`config.mk`:
```
export PLATFORM = sky130hd
export DESIGN_NAME = cre_reset_entry
export DESIGN_NICKNAME = d
export VERILOG_FILES = /design/src/hdl/cre_pkg.sv /design/src/hdl/cre_reset_entry.sv
export VERILOG_INCLUDE_DIRS = /design/src /design/src/hdl
export SDC_FILE = /design/constraint.sdc
export NUM_CORES = 2
export LEC_CHECK = 0
export ABC_AREA = 1
export BUFFER_PORTS_ARGS = -buffer_cell sky130_fd_sc_hd__buf_2
export CORE_MARGIN = 2
export CORE_UTILIZATION = 30
export CTS_CLUSTER_SIZE = 20
export DETAILED_ROUTE_END_ITERATION = 6
export SLEW_MARGIN = 20
export SYNTH_ARGS = -nofsm -noshare
export SYNTH_HDL_FRONTEND = slang
export SYNTH_SLANG_ARGS = --single-unit
```
`constraint.sdc`:
```
create_clock -name pclk -period 14 [get_ports pclk]
set_clock_uncertainty 0.1 [all_clocks]
set_input_delay 0.7 -clock pclk [delete_from_list [all_inputs] [get_ports pclk]]
set_output_delay 0.7 -clock pclk [all_outputs]
set_load 0.01 [all_outputs]
```
`src/hdl/cre_regs.svh`:
```
`ifndef CRE_REGS_SVH
`define CRE_REGS_SVH

// register byte offsets
`define CRE_OFF_STATUS 12'h000
`define CRE_OFF_EPC 12'h004
`define CRE_OFF_ENTRY_HI 12'h008
`define CRE_OFF_ENTRY_LO 12'h00c
`define CRE_OFF_INDEX 12'h010
`define CRE_OFF_RANDOM 12'h014
`define CRE_OFF_WIRED 12'h018
`define CRE_OFF_CONFIG 12'h01c
`define CRE_OFF_TLB_CMD 12'h020
`define CRE_OFF_BOOT_INFO 12'h024
`define CRE_OFF_PRID 12'h028

// boot vectors and segment translation
`define CRE_BOOT_VEC32 32'hbfc0_0000
`define CRE_BOOT_VEC64 64'hffff_ffff_bfc0_0000
`define CRE_BOOT_PHYS 32'h1fc0_0000
`define CRE_SEG_MASK 32'h1fff_ffff

// status register fields
`define CRE_SR_IEC 0
`define CRE_SR_KUC 1
`define CRE_SR_ERL 2
`define CRE_SR_ISC 16
`define CRE_SR_SOFT 20
`define CRE_SR_TS 21
`define CRE_SR_BEV 22
`define CRE_SR_RESET 32'h0041_0000

// index register fields
`define CRE_INX_LSB 8
`define CRE_INX_MSB 13
`define CRE_INX_MISS 31

// entry high compare field: page number and process id
`define CRE_HI_CMP_MSB 31
`define CRE_HI_CMP_LSB 6

// replacement bounds
`define CRE_RANDOM_TOP 6'h3f
`define CRE_WIRED_RESET 6'h00

// tlb command bits
`define CRE_CMD_WRITE_IDX 0
`define CRE_CMD_PROBE 1

// config bits loaded from the mode stream
`define CRE_CFG_MODE_W 8

// processor id, arbitrary neutral value
`define CRE_PRID_VALUE 32'h0000_0a01

`endif

```
`src/hdl/cre_pkg.sv`:
```
`default_nettype none
package cre_pkg;
    typedef enum logic [1:0] {
        CRE_ST_ENTRY = 2'b01,
        CRE_ST_RUN = 2'b10
    } cre_state_t;
    typedef logic [31:0] cre_word_t;
    typedef logic [5:0] cre_idx_t;
    typedef logic [63:0] cre_match_t;
endpackage
`default_nettype wire

```
`src/hdl/cre_reset_entry.sv`:
```
// Overview of operation
// [RULE1] 32-bit variant boots at 0xbfc00000
// [RULE2] 64-bit variant boots at sign-extended vector
// [RULE3] vector maps to 0x1fc00000, uncached, unmapped
// [RULE4] reset captures executing pc as return pc
// [RULE5] other registers keep their contents through reset
// [RULE6] kernel mode, interrupts off, bootstrap vectors on
// [RULE7] 32-bit: shutdown flag clear with mmu, else set
// [RULE8] 64-bit: soft indicator clear hard, set soft/nmi
// [RULE9] 64-bit: any reset sets error level
// [RULE10] software clears cache isolate before data access
// [RULE11] hard reset: random to top, wired to zero
// [RULE12] config bits loaded from boot mode stream
// [RULE13] reset never invalidates the caches
// [RULE14] duplicate tlb match locks shutdown until reset
// [RULE15] cache fetches only from burst-capable memory
// [RULE16] hard reset cause not distinguished from power-up
// [RULE17] software sets status before uncached accesses
// [RULE18] indexed write copies entry registers into tlb
// [RULE19] probe reports match index or negative miss
// [RULE20] boot fetch ignores cache and tlb contents
`default_nettype none
`include "cre_regs.svh"
module cre_reset_entry (
    input wire logic pclk,
    input wire logic presetn,
    input wire logic clk_en,
    input wire logic psel,
    input wire logic penable,
    input wire logic pwrite,
    input wire logic [11:0] paddr,
    input wire cre_pkg::cre_word_t pwdata,
    output logic pready,
    output logic pslverr,
    output cre_pkg::cre_word_t prdata,
    input wire logic soft_reset_req,
    input wire logic nmi_req,
    input wire cre_pkg::cre_word_t core_pc,
    input wire logic variant_64,
    input wire logic mmu_present,
    input wire logic rom_burst_ok,
    input wire logic [7:0] mode_stream,
    output logic fetch_start,
    output logic [63:0] fetch_vaddr,
    output cre_pkg::cre_word_t fetch_paddr,
    output logic fetch_uncached,
    output logic fetch_mapped,
    output logic fetch_cacheable,
    output logic tlb_shutdown_flag,
    output cre_pkg::cre_word_t status_register
);
    import cre_pkg::*;

    cre_state_t state_r;
    logic hard_r;
    logic var64_r;
    logic mmu_r;
    logic burst_r;
    cre_word_t status_r;
    cre_word_t exception_return_pc_r;
    cre_word_t entry_high_register_r;
    cre_word_t entry_low_register_r;
    cre_word_t entry_index_register_r;
    cre_idx_t random_r;
    cre_idx_t wired_r;
    logic [7:0] config_r;
    logic shutdown_r;
    logic fetch_start_r;
    logic [63:0] fetch_vaddr_r;
    cre_word_t fetch_paddr_r;
    logic fetch_uncached_r;
    logic fetch_mapped_r;
    logic fetch_cacheable_r;
    cre_word_t prdata_r;
    logic pslverr_r;
    cre_word_t tlb_hi [0:63];
    cre_word_t tlb_lo [0:63];
    cre_match_t match;

    logic entry;
    logic v64;
    logic soft_evt;
    logic setup;
    logic wr;
    logic cmd_write;
    logic cmd_probe;
    cre_idx_t sel_idx;
    cre_idx_t random_nxt;

    function automatic logic is_mapped(input logic [11:0] a);
        is_mapped = (a == `CRE_OFF_STATUS) || (a == `CRE_OFF_EPC)
            || (a == `CRE_OFF_ENTRY_HI) || (a == `CRE_OFF_ENTRY_LO)
            || (a == `CRE_OFF_INDEX) || (a == `CRE_OFF_RANDOM)
            || (a == `CRE_OFF_WIRED) || (a == `CRE_OFF_CONFIG)
            || (a == `CRE_OFF_TLB_CMD) || (a == `CRE_OFF_BOOT_INFO)
            || (a == `CRE_OFF_PRID);
    endfunction

    function automatic logic multi_hit(input cre_match_t m);
        multi_hit = (m & (m - 64'h1)) != 64'h0;
    endfunction

    function automatic cre_idx_t first_hit(input cre_match_t m);
        first_hit = 6'h00;
        for (int i = 63; i >= 0; i--) begin
            if (m[i]) begin
                first_hit = 6'(i);
            end
        end
    endfunction

    assign entry = (state_r == CRE_ST_ENTRY) && clk_en;
    // variant strap is live on a hard entry, held afterwards
    assign v64 = hard_r ? variant_64 : var64_r;
    assign soft_evt = (soft_reset_req || nmi_req) && (state_r == CRE_ST_RUN);
    assign setup = psel && !penable && clk_en;
    assign wr = psel && penable && pwrite && clk_en;
    assign cmd_write = wr && (paddr == `CRE_OFF_TLB_CMD) && pwdata[`CRE_CMD_WRITE_IDX];
    assign cmd_probe = wr && (paddr == `CRE_OFF_TLB_CMD) && pwdata[`CRE_CMD_PROBE];
    assign sel_idx = entry_index_register_r[`CRE_INX_MSB:`CRE_INX_LSB];
    assign random_nxt = (random_r == wired_r) ? `CRE_RANDOM_TOP : random_r - 6'h01;

    // zero wait states; a frozen clock enable stretches the access
    assign pready = clk_en;
    assign pslverr = pslverr_r;
    assign prdata = prdata_r;
    assign fetch_start = fetch_start_r;
    assign fetch_vaddr = fetch_vaddr_r;
    assign fetch_paddr = fetch_paddr_r;
    assign fetch_uncached = fetch_uncached_r;
    assign fetch_mapped = fetch_mapped_r;
    assign fetch_cacheable = fetch_cacheable_r;
    assign tlb_shutdown_flag = shutdown_r;
    assign status_register = {status_r[31:`CRE_SR_TS + 1], shutdown_r,
        status_r[`CRE_SR_TS - 1:0]};

    // entry sequencer: hard reset release or soft/nmi event
    always_ff @(posedge pclk or negedge presetn) begin
        if (!presetn) begin
            state_r <= CRE_ST_ENTRY;
            hard_r <= 1'b1;
        end else if (clk_en) begin
            if (entry) begin
                state_r <= CRE_ST_RUN;
                hard_r <= 1'b0;
            end else if (soft_evt) begin
                state_r <= CRE_ST_ENTRY;
            end
        end
    end

    // straps sampled after release, never inside the async reset
    always_ff @(posedge pclk or negedge presetn) begin
        if (!presetn) begin
            var64_r <= 1'b0;
            mmu_r <= 1'b0;
            burst_r <= 1'b0;
            config_r <= 8'h00;
        end else if (entry && hard_r) begin
            var64_r <= variant_64;
            mmu_r <= mmu_present;
            burst_r <= rom_burst_ok;
            // [RULE12] mode stream load
            config_r <= mode_stream;
        end
    end

    // [RULE16] one hard path, no power-up distinction
    always_ff @(posedge pclk or negedge presetn) begin
        if (!presetn) begin
            fetch_start_r <= 1'b0;
            fetch_vaddr_r <= 64'h0;
            fetch_paddr_r <= 32'h0;
            fetch_uncached_r <= 1'b1;
            fetch_mapped_r <= 1'b0;
            fetch_cacheable_r <= 1'b0;
        end else if (clk_en) begin
            fetch_start_r <= entry;
            if (entry) begin
                // [RULE1] [RULE2] boot vector select
                fetch_vaddr_r <= v64 ? `CRE_BOOT_VEC64 : {32'h0, `CRE_BOOT_VEC32};
                // [RULE3] segment strip to physical
                fetch_paddr_r <= `CRE_BOOT_VEC32 & `CRE_SEG_MASK;
                // [RULE20] [RULE13] bypass cache and tlb
                fetch_uncached_r <= 1'b1;
                fetch_mapped_r <= 1'b0;
                // [RULE15] boot segment never cached
                fetch_cacheable_r <= 1'b0;
            end
        end
    end

    // [RULE4] [RULE5] return pc capture
    always_ff @(posedge pclk or negedge presetn) begin
        if (!presetn) begin
            exception_return_pc_r <= 32'h0;
        end else if (entry) begin
            exception_return_pc_r <= core_pc;
        end
    end

    // entry forcing wins over a software write in the same cycle
    always_ff @(posedge pclk or negedge presetn) begin
        if (!presetn) begin
            status_r <= `CRE_SR_RESET;
        end else if (entry) begin
            // [RULE6] kernel, interrupts off
            status_r[`CRE_SR_KUC] <= 1'b0;
            status_r[`CRE_SR_IEC] <= 1'b0;
            status_r[`CRE_SR_BEV] <= 1'b1;
            if (v64) begin
                // [RULE9] error level set
                status_r[`CRE_SR_ERL] <= 1'b1;
                // [RULE8] soft indicator by cause
                status_r[`CRE_SR_SOFT] <= !hard_r;
            end
        end else if (wr && (paddr == `CRE_OFF_STATUS)) begin
            // [RULE10] [RULE17] software clears isolate
            status_r <= pwdata;
        end
    end

    // [RULE14] shutdown sticky until hard reset; any 64-bit entry also clears it, a 32-bit soft entry keeps it
    always_ff @(posedge pclk or negedge presetn) begin
        if (!presetn) begin
            shutdown_r <= 1'b0;
        end else if (entry) begin
            // [RULE7] shutdown flag reset value
            shutdown_r <= (v64 || !hard_r) ? shutdown_r && !v64 :
                !mmu_present;
        end else if (cmd_probe && multi_hit(match)) begin
            shutdown_r <= 1'b1;
        end
    end

    // tlb storage keeps no reset: contents are arbitrary at boot
    // [RULE18] indexed write
    always_ff @(posedge pclk) begin
        if (cmd_write && !shutdown_r) begin
            tlb_hi[sel_idx] <= entry_high_register_r;
            tlb_lo[sel_idx] <= entry_low_register_r;
        end
    end

    genvar g;
    generate
        for (g = 0; g < 64; g++) begin : g_cmp
            assign match[g] = tlb_hi[g][`CRE_HI_CMP_MSB:`CRE_HI_CMP_LSB]
                == entry_high_register_r[`CRE_HI_CMP_MSB:`CRE_HI_CMP_LSB];
        end
    endgenerate

    always_ff @(posedge pclk or negedge presetn) begin
        if (!presetn) begin
            entry_high_register_r <= 32'h0;
            entry_low_register_r <= 32'h0;
        end else if (wr) begin
            if (paddr == `CRE_OFF_ENTRY_HI) begin
                entry_high_register_r <= pwdata;
            end else if (paddr == `CRE_OFF_ENTRY_LO) begin
                entry_low_register_r <= pwdata;
            end
        end
    end

    // probe result wins over a plain index write
    always_ff @(posedge pclk or negedge presetn) begin
        if (!presetn) begin
            entry_index_register_r <= 32'h0;
        end else if (cmd_probe) begin
            // [RULE19] probe hit or miss
            entry_index_register_r <= 32'h0;
            if (match == 64'h0) begin
                entry_index_register_r[`CRE_INX_MISS] <= 1'b1;
            end else begin
                entry_index_register_r[`CRE_INX_MSB:`CRE_INX_LSB] <= first_hit(match);
            end
        end else if (wr && (paddr == `CRE_OFF_INDEX)) begin
            entry_index_register_r <= 32'h0;
            entry_index_register_r[`CRE_INX_MSB:`CRE_INX_LSB] <=
                pwdata[`CRE_INX_MSB:`CRE_INX_LSB];
        end
    end

    // [RULE11] replacement bounds on hard reset
    always_ff @(posedge pclk or negedge presetn) begin
        if (!presetn) begin
            random_r <= `CRE_RANDOM_TOP;
        end else if (entry && hard_r) begin
            random_r <= `CRE_RANDOM_TOP;
        end else if (clk_en) begin
            random_r <= random_nxt;
        end
    end

    always_ff @(posedge pclk or negedge presetn) begin
        if (!presetn) begin
            wired_r <= `CRE_WIRED_RESET;
        end else if (entry && hard_r) begin
            wired_r <= `CRE_WIRED_RESET;
        end else if (wr && (paddr == `CRE_OFF_WIRED)) begin
            wired_r <= pwdata[5:0];
        end
    end

    // read data latched in setup so it stands through the access phase
    always_ff @(posedge pclk or negedge presetn) begin
        if (!presetn) begin
            prdata_r <= 32'h0;
            pslverr_r <= 1'b0;
        end else if (setup) begin
            pslverr_r <= !is_mapped(paddr);
            if (pwrite) begin
                prdata_r <= 32'h0;
            end else if (paddr == `CRE_OFF_STATUS) begin
                prdata_r <= status_register;
            end else if (paddr == `CRE_OFF_EPC) begin
                prdata_r <= exception_return_pc_r;
            end else if (paddr == `CRE_OFF_ENTRY_HI) begin
                prdata_r <= entry_high_register_r;
            end else if (paddr == `CRE_OFF_ENTRY_LO) begin
                prdata_r <= entry_low_register_r;
            end else if (paddr == `CRE_OFF_INDEX) begin
                prdata_r <= entry_index_register_r;
            end else if (paddr == `CRE_OFF_RANDOM) begin
                prdata_r <= {26'h0, random_r};
            end else if (paddr == `CRE_OFF_WIRED) begin
                prdata_r <= {26'h0, wired_r};
            end else if (paddr == `CRE_OFF_CONFIG) begin
                prdata_r <= {24'h0, config_r};
            end else if (paddr == `CRE_OFF_BOOT_INFO) begin
                prdata_r <= {28'h0, burst_r, mmu_r, var64_r, shutdown_r};
            end else if (paddr == `CRE_OFF_PRID) begin
                prdata_r <= `CRE_PRID_VALUE;
            end else begin
                prdata_r <= 32'h0;
            end
        end
    end

endmodule // cre_reset_entry
`default_nettype wire

```
==> results.toml <==
[synthesis]
ys_ff_latch = 1861
postSynth.asyncResetShare_pct = 10.6
ys.flop_type = "edfxtp_1"
synth-xor-area-share_pct = 9.67
synth_area_leader_cell = "edfxtp_1"
yosysTopAreaCellShare_pct = 59.0
synthMuxAreaShare_pct = 0
yosys_warnings = 0
ys_types = 54
synth_compound_area_share_pct = 2.85
synth_top_family_by_area = "simple AND/OR/NAND/NOR gates"
synth_area_per_cell_um2 = 11.8
synthSimpleGateAreaFrac_pct = 17.8
syn_inst = 7204
synth_edf_count = 1664
netlist_top_cells_area = "edfxtp_1 59%, xnor2_1 6.4%, dfrtp_1 5.5%"
ys_seq_area_share_pct = 64.8
syn_area_mm2 = 0.0847
synth_fa_ha_area_share_pct = 0.0148

[sta]
fmax_mhz = 127
fin_ws_ns = 6.12
finalCriticalPeriod_ns = 7.88
relSlewSlack_pct = 24.1
hold_viol_final = 0
setup_viol = 0
rsz0062_at_grt = "false"
worst_pin_slew_ns = 1.13
drv_slew = 0
final.setup.tns_ns = 0
period_share_pct = 56.3

[layout]
final_cell_mix = "1664 x edfxtp_1, 1179 x nand2_1, 622 x xnor2_1, 501 x nor2_1, 493 x or2_2"
final.fill_count = 27500
post_route_cells_drive_above_1_share_pct = 17.4
nets = 7589
final_area_mm2 = 0.0967
final_common_cell = "edfxtp_1"
area_growth_pct = 14.1
fin_util_pct = 34.3

[pwr]
power_mw = 11.5
irDropWorstVdd_v = 0.000113
leakage_nw = 39.9
p_clk_share_pct = 44.0
p_per_area_mw_per_mm2 = 119
p_seq_share_pct = 53.3
internal_power_mw = 9.01
combinationalPowerShare_pct = 2.7
power.switching_mw = 2.50
sw_frac_of_total_pct = 21.7

[place]
placed_area_mm2 = 0.0900
dpl.hpwl_um = 158000
portBuffers = 210
dp_slack_ns = 6.34
gp_congestion = 0.926

[global_routing]
grt_antenna_before_repair = 9
grtUsageTotal_pct = 16.9
grt_use_met2_pct = 27.5
grt_first_pass_wirelength_um = 361000
first_global_vias = 53200
top_usage_layer = "met2"
grt_max_degree = 90
use_met3_pct = 2.96
grt_use_met1_pct = 22.8
grt.overflow.total = 0

[routing]
detail_route.wl_per_cell_um = 21.8
wl_um = 248000
drc = 0
vias = 55600
ant_nets = 0
dr.pass1.iters = 7
via_per_inst = 4.87
drt_iter0_markers = 6029

[floorplanning]
io_pins = 262
die_h_um = 535
rows = 195
dieArea_mm2 = 0.287
start_util_pct = 30.1
core_region_area_mm2 = 0.282
die_x_um = 535

[critical_path]
criticalPathCategory = "register to register"
cp.required_ns = 14.61
startpoint_type = "register"
slowest_stage = "dfrtp_4"
worstPathMaxFanout = 32
end_kind = "register"
cpPeakStageDelay_ns = 0.78
arrival_ns = 8.49
crit_top_cell = "inv_2"

[cts]
post_cts_buffers = 0
root_buffer = "clkbuf_16"
clkTransAtPathRegs_ns = 0.06
cts_max_level = 4
cts_tree = "done"
clockBufferDepth = 3
cts.sinks = 1861
numCtsBuffers = 195
clkLatencyLatePin_ns = 0.85
ctsResizeCount = 0

[run]
drv_cap = 0

[status]
status = "finished, final reports clean"

[hold_path]
hp-class = "input port to register"
-- area by class of cell --
class                   instances  area [um2]  area share, %
diodes                          3        7.51        0.00776
clock buffers                 250        5240           5.42
clock inverters               109         942          0.974
inverters                     428        1620           1.67
multi-input cells            4557       26100           27.0
flip-flops and latches       1861       55000           56.9
well taps                    3743        4680           4.84
repair buffers                450        3050           3.16
-- logic make-up (layout without fill, tap and decap cells) --
kind of cell / after synthesis / in the layout
DFF: 1861 / 1861
other: 2 / 54
and+or+nand+nor: 3172 / 3172
xor gates and xnor gates: 936 / 936
buffers and inverters: 835 / 1237
AOI/OAI and AO/OA: 397 / 397
adders and majority gates: 1 / 1
-- power groups by stage --
stage / clock [mW] / combinational (mW) / sequential (mW)
after floorplan: 0 / 0.240 / 6.22
after global placement: 0 / 0.301 / 6.25
after detailed placement: 0 / 0.304 / 6.25
after CTS: 5.14 / 0.317 / 6.14
after global routing: 5.35 / 0.354 / 6.14
final: 5.06 / 0.315 / 6.14
-- worst max-delay path, delay by kind of cell, from the launching register on --
family	cells	cell delay, ns
and+or+nand+nor	14	3.38
buffers and inverters	9	2.03
AOI/OAI and AO/OA	6	1.15
DFF	1	0.78
xor gates and xnor gates	1	0.13
-- worst paths after layout --
path | slack [ns] | depth (start not counted) | from | to
max | 6.12 | 30 | entry_high_register_r[10]$_DFFE_PN0P_ | tlb_shutdown_flag$_DFFE_PN0P_
min | 0.08 | 3 | pwdata[0] | wired_r[0]$_DFFE_PN0P_
max reg2reg | 6.12 | 30 | entry_high_register_r[10]$_DFFE_PN0P_ | tlb_shutdown_flag$_DFFE_PN0P_
min reg2reg | 0.38 | 2 | exception_return_pc_r[22]$_DFFE_PN0P_ | exception_return_pc_r[22]$_DFFE_PN0P_
max in group asynchronous | 11.00 | 4 | presetn | entry_high_register_r[18]$_DFFE_PN0P_
min in group asynchronous | 0.35 | 2 | presetn | status_r[27]$_DFFE_PN0P_
-- Yosys cell counts, drive strengths merged (3+ instances only) --
library cell / number
a2111oi: 24
a211oi: 15
a21oi: 41
a221oi: 9
a22oi: 3
a31oi: 22
a32o: 5
buf: 301
clkbuf: 106
clkinv: 3
dfrtp: 187
dfstp: 10
edfxtp: 1664
inv: 425
nand2: 1181
nand3: 356
nand4: 230
nor2: 581
nor3: 78
nor3b: 20
nor4: 191
o2111ai: 24
o211ai: 8
o21a: 7
o21ai: 210
o221ai: 3
o22ai: 13
o31ai: 6
or2: 532
xnor2: 622
xor2: 314
-- flip-flops by register name, indices dropped and copies added, names as in the netlist, 7 cells and up --
name	flops
entry_low_register_r	32
exception_return_pc_r	32
entry_high_register_r	32
config_r	8
tlb_hi	1664
prdata	32
status_r	31
entry_index_register_r	7
-- stage by stage --
stage	std cells	hold slack (ns)
after global placement	11000	0.354
after CTS	11400	0.0270
after detailed placement	11000	0.361
after global routing	11400	0.0618
final	11400	0.0830
after floorplan	7253	0.304
-- what timing repair did --
action                                  4_1_cts  5_1_grt
endpoints found under the hold margin       118        0
endpoints found under the setup margin        0        0
hold buffers                                 46        0
-- layer usage --
layer	up-vias	wire (um)
met2	2324	115000
met3	383	20000
met4	0	7260
met1	27700	106000
met5	-	0
li1	25200	-
No activity file was read; power rests on OpenSTA's default activity.
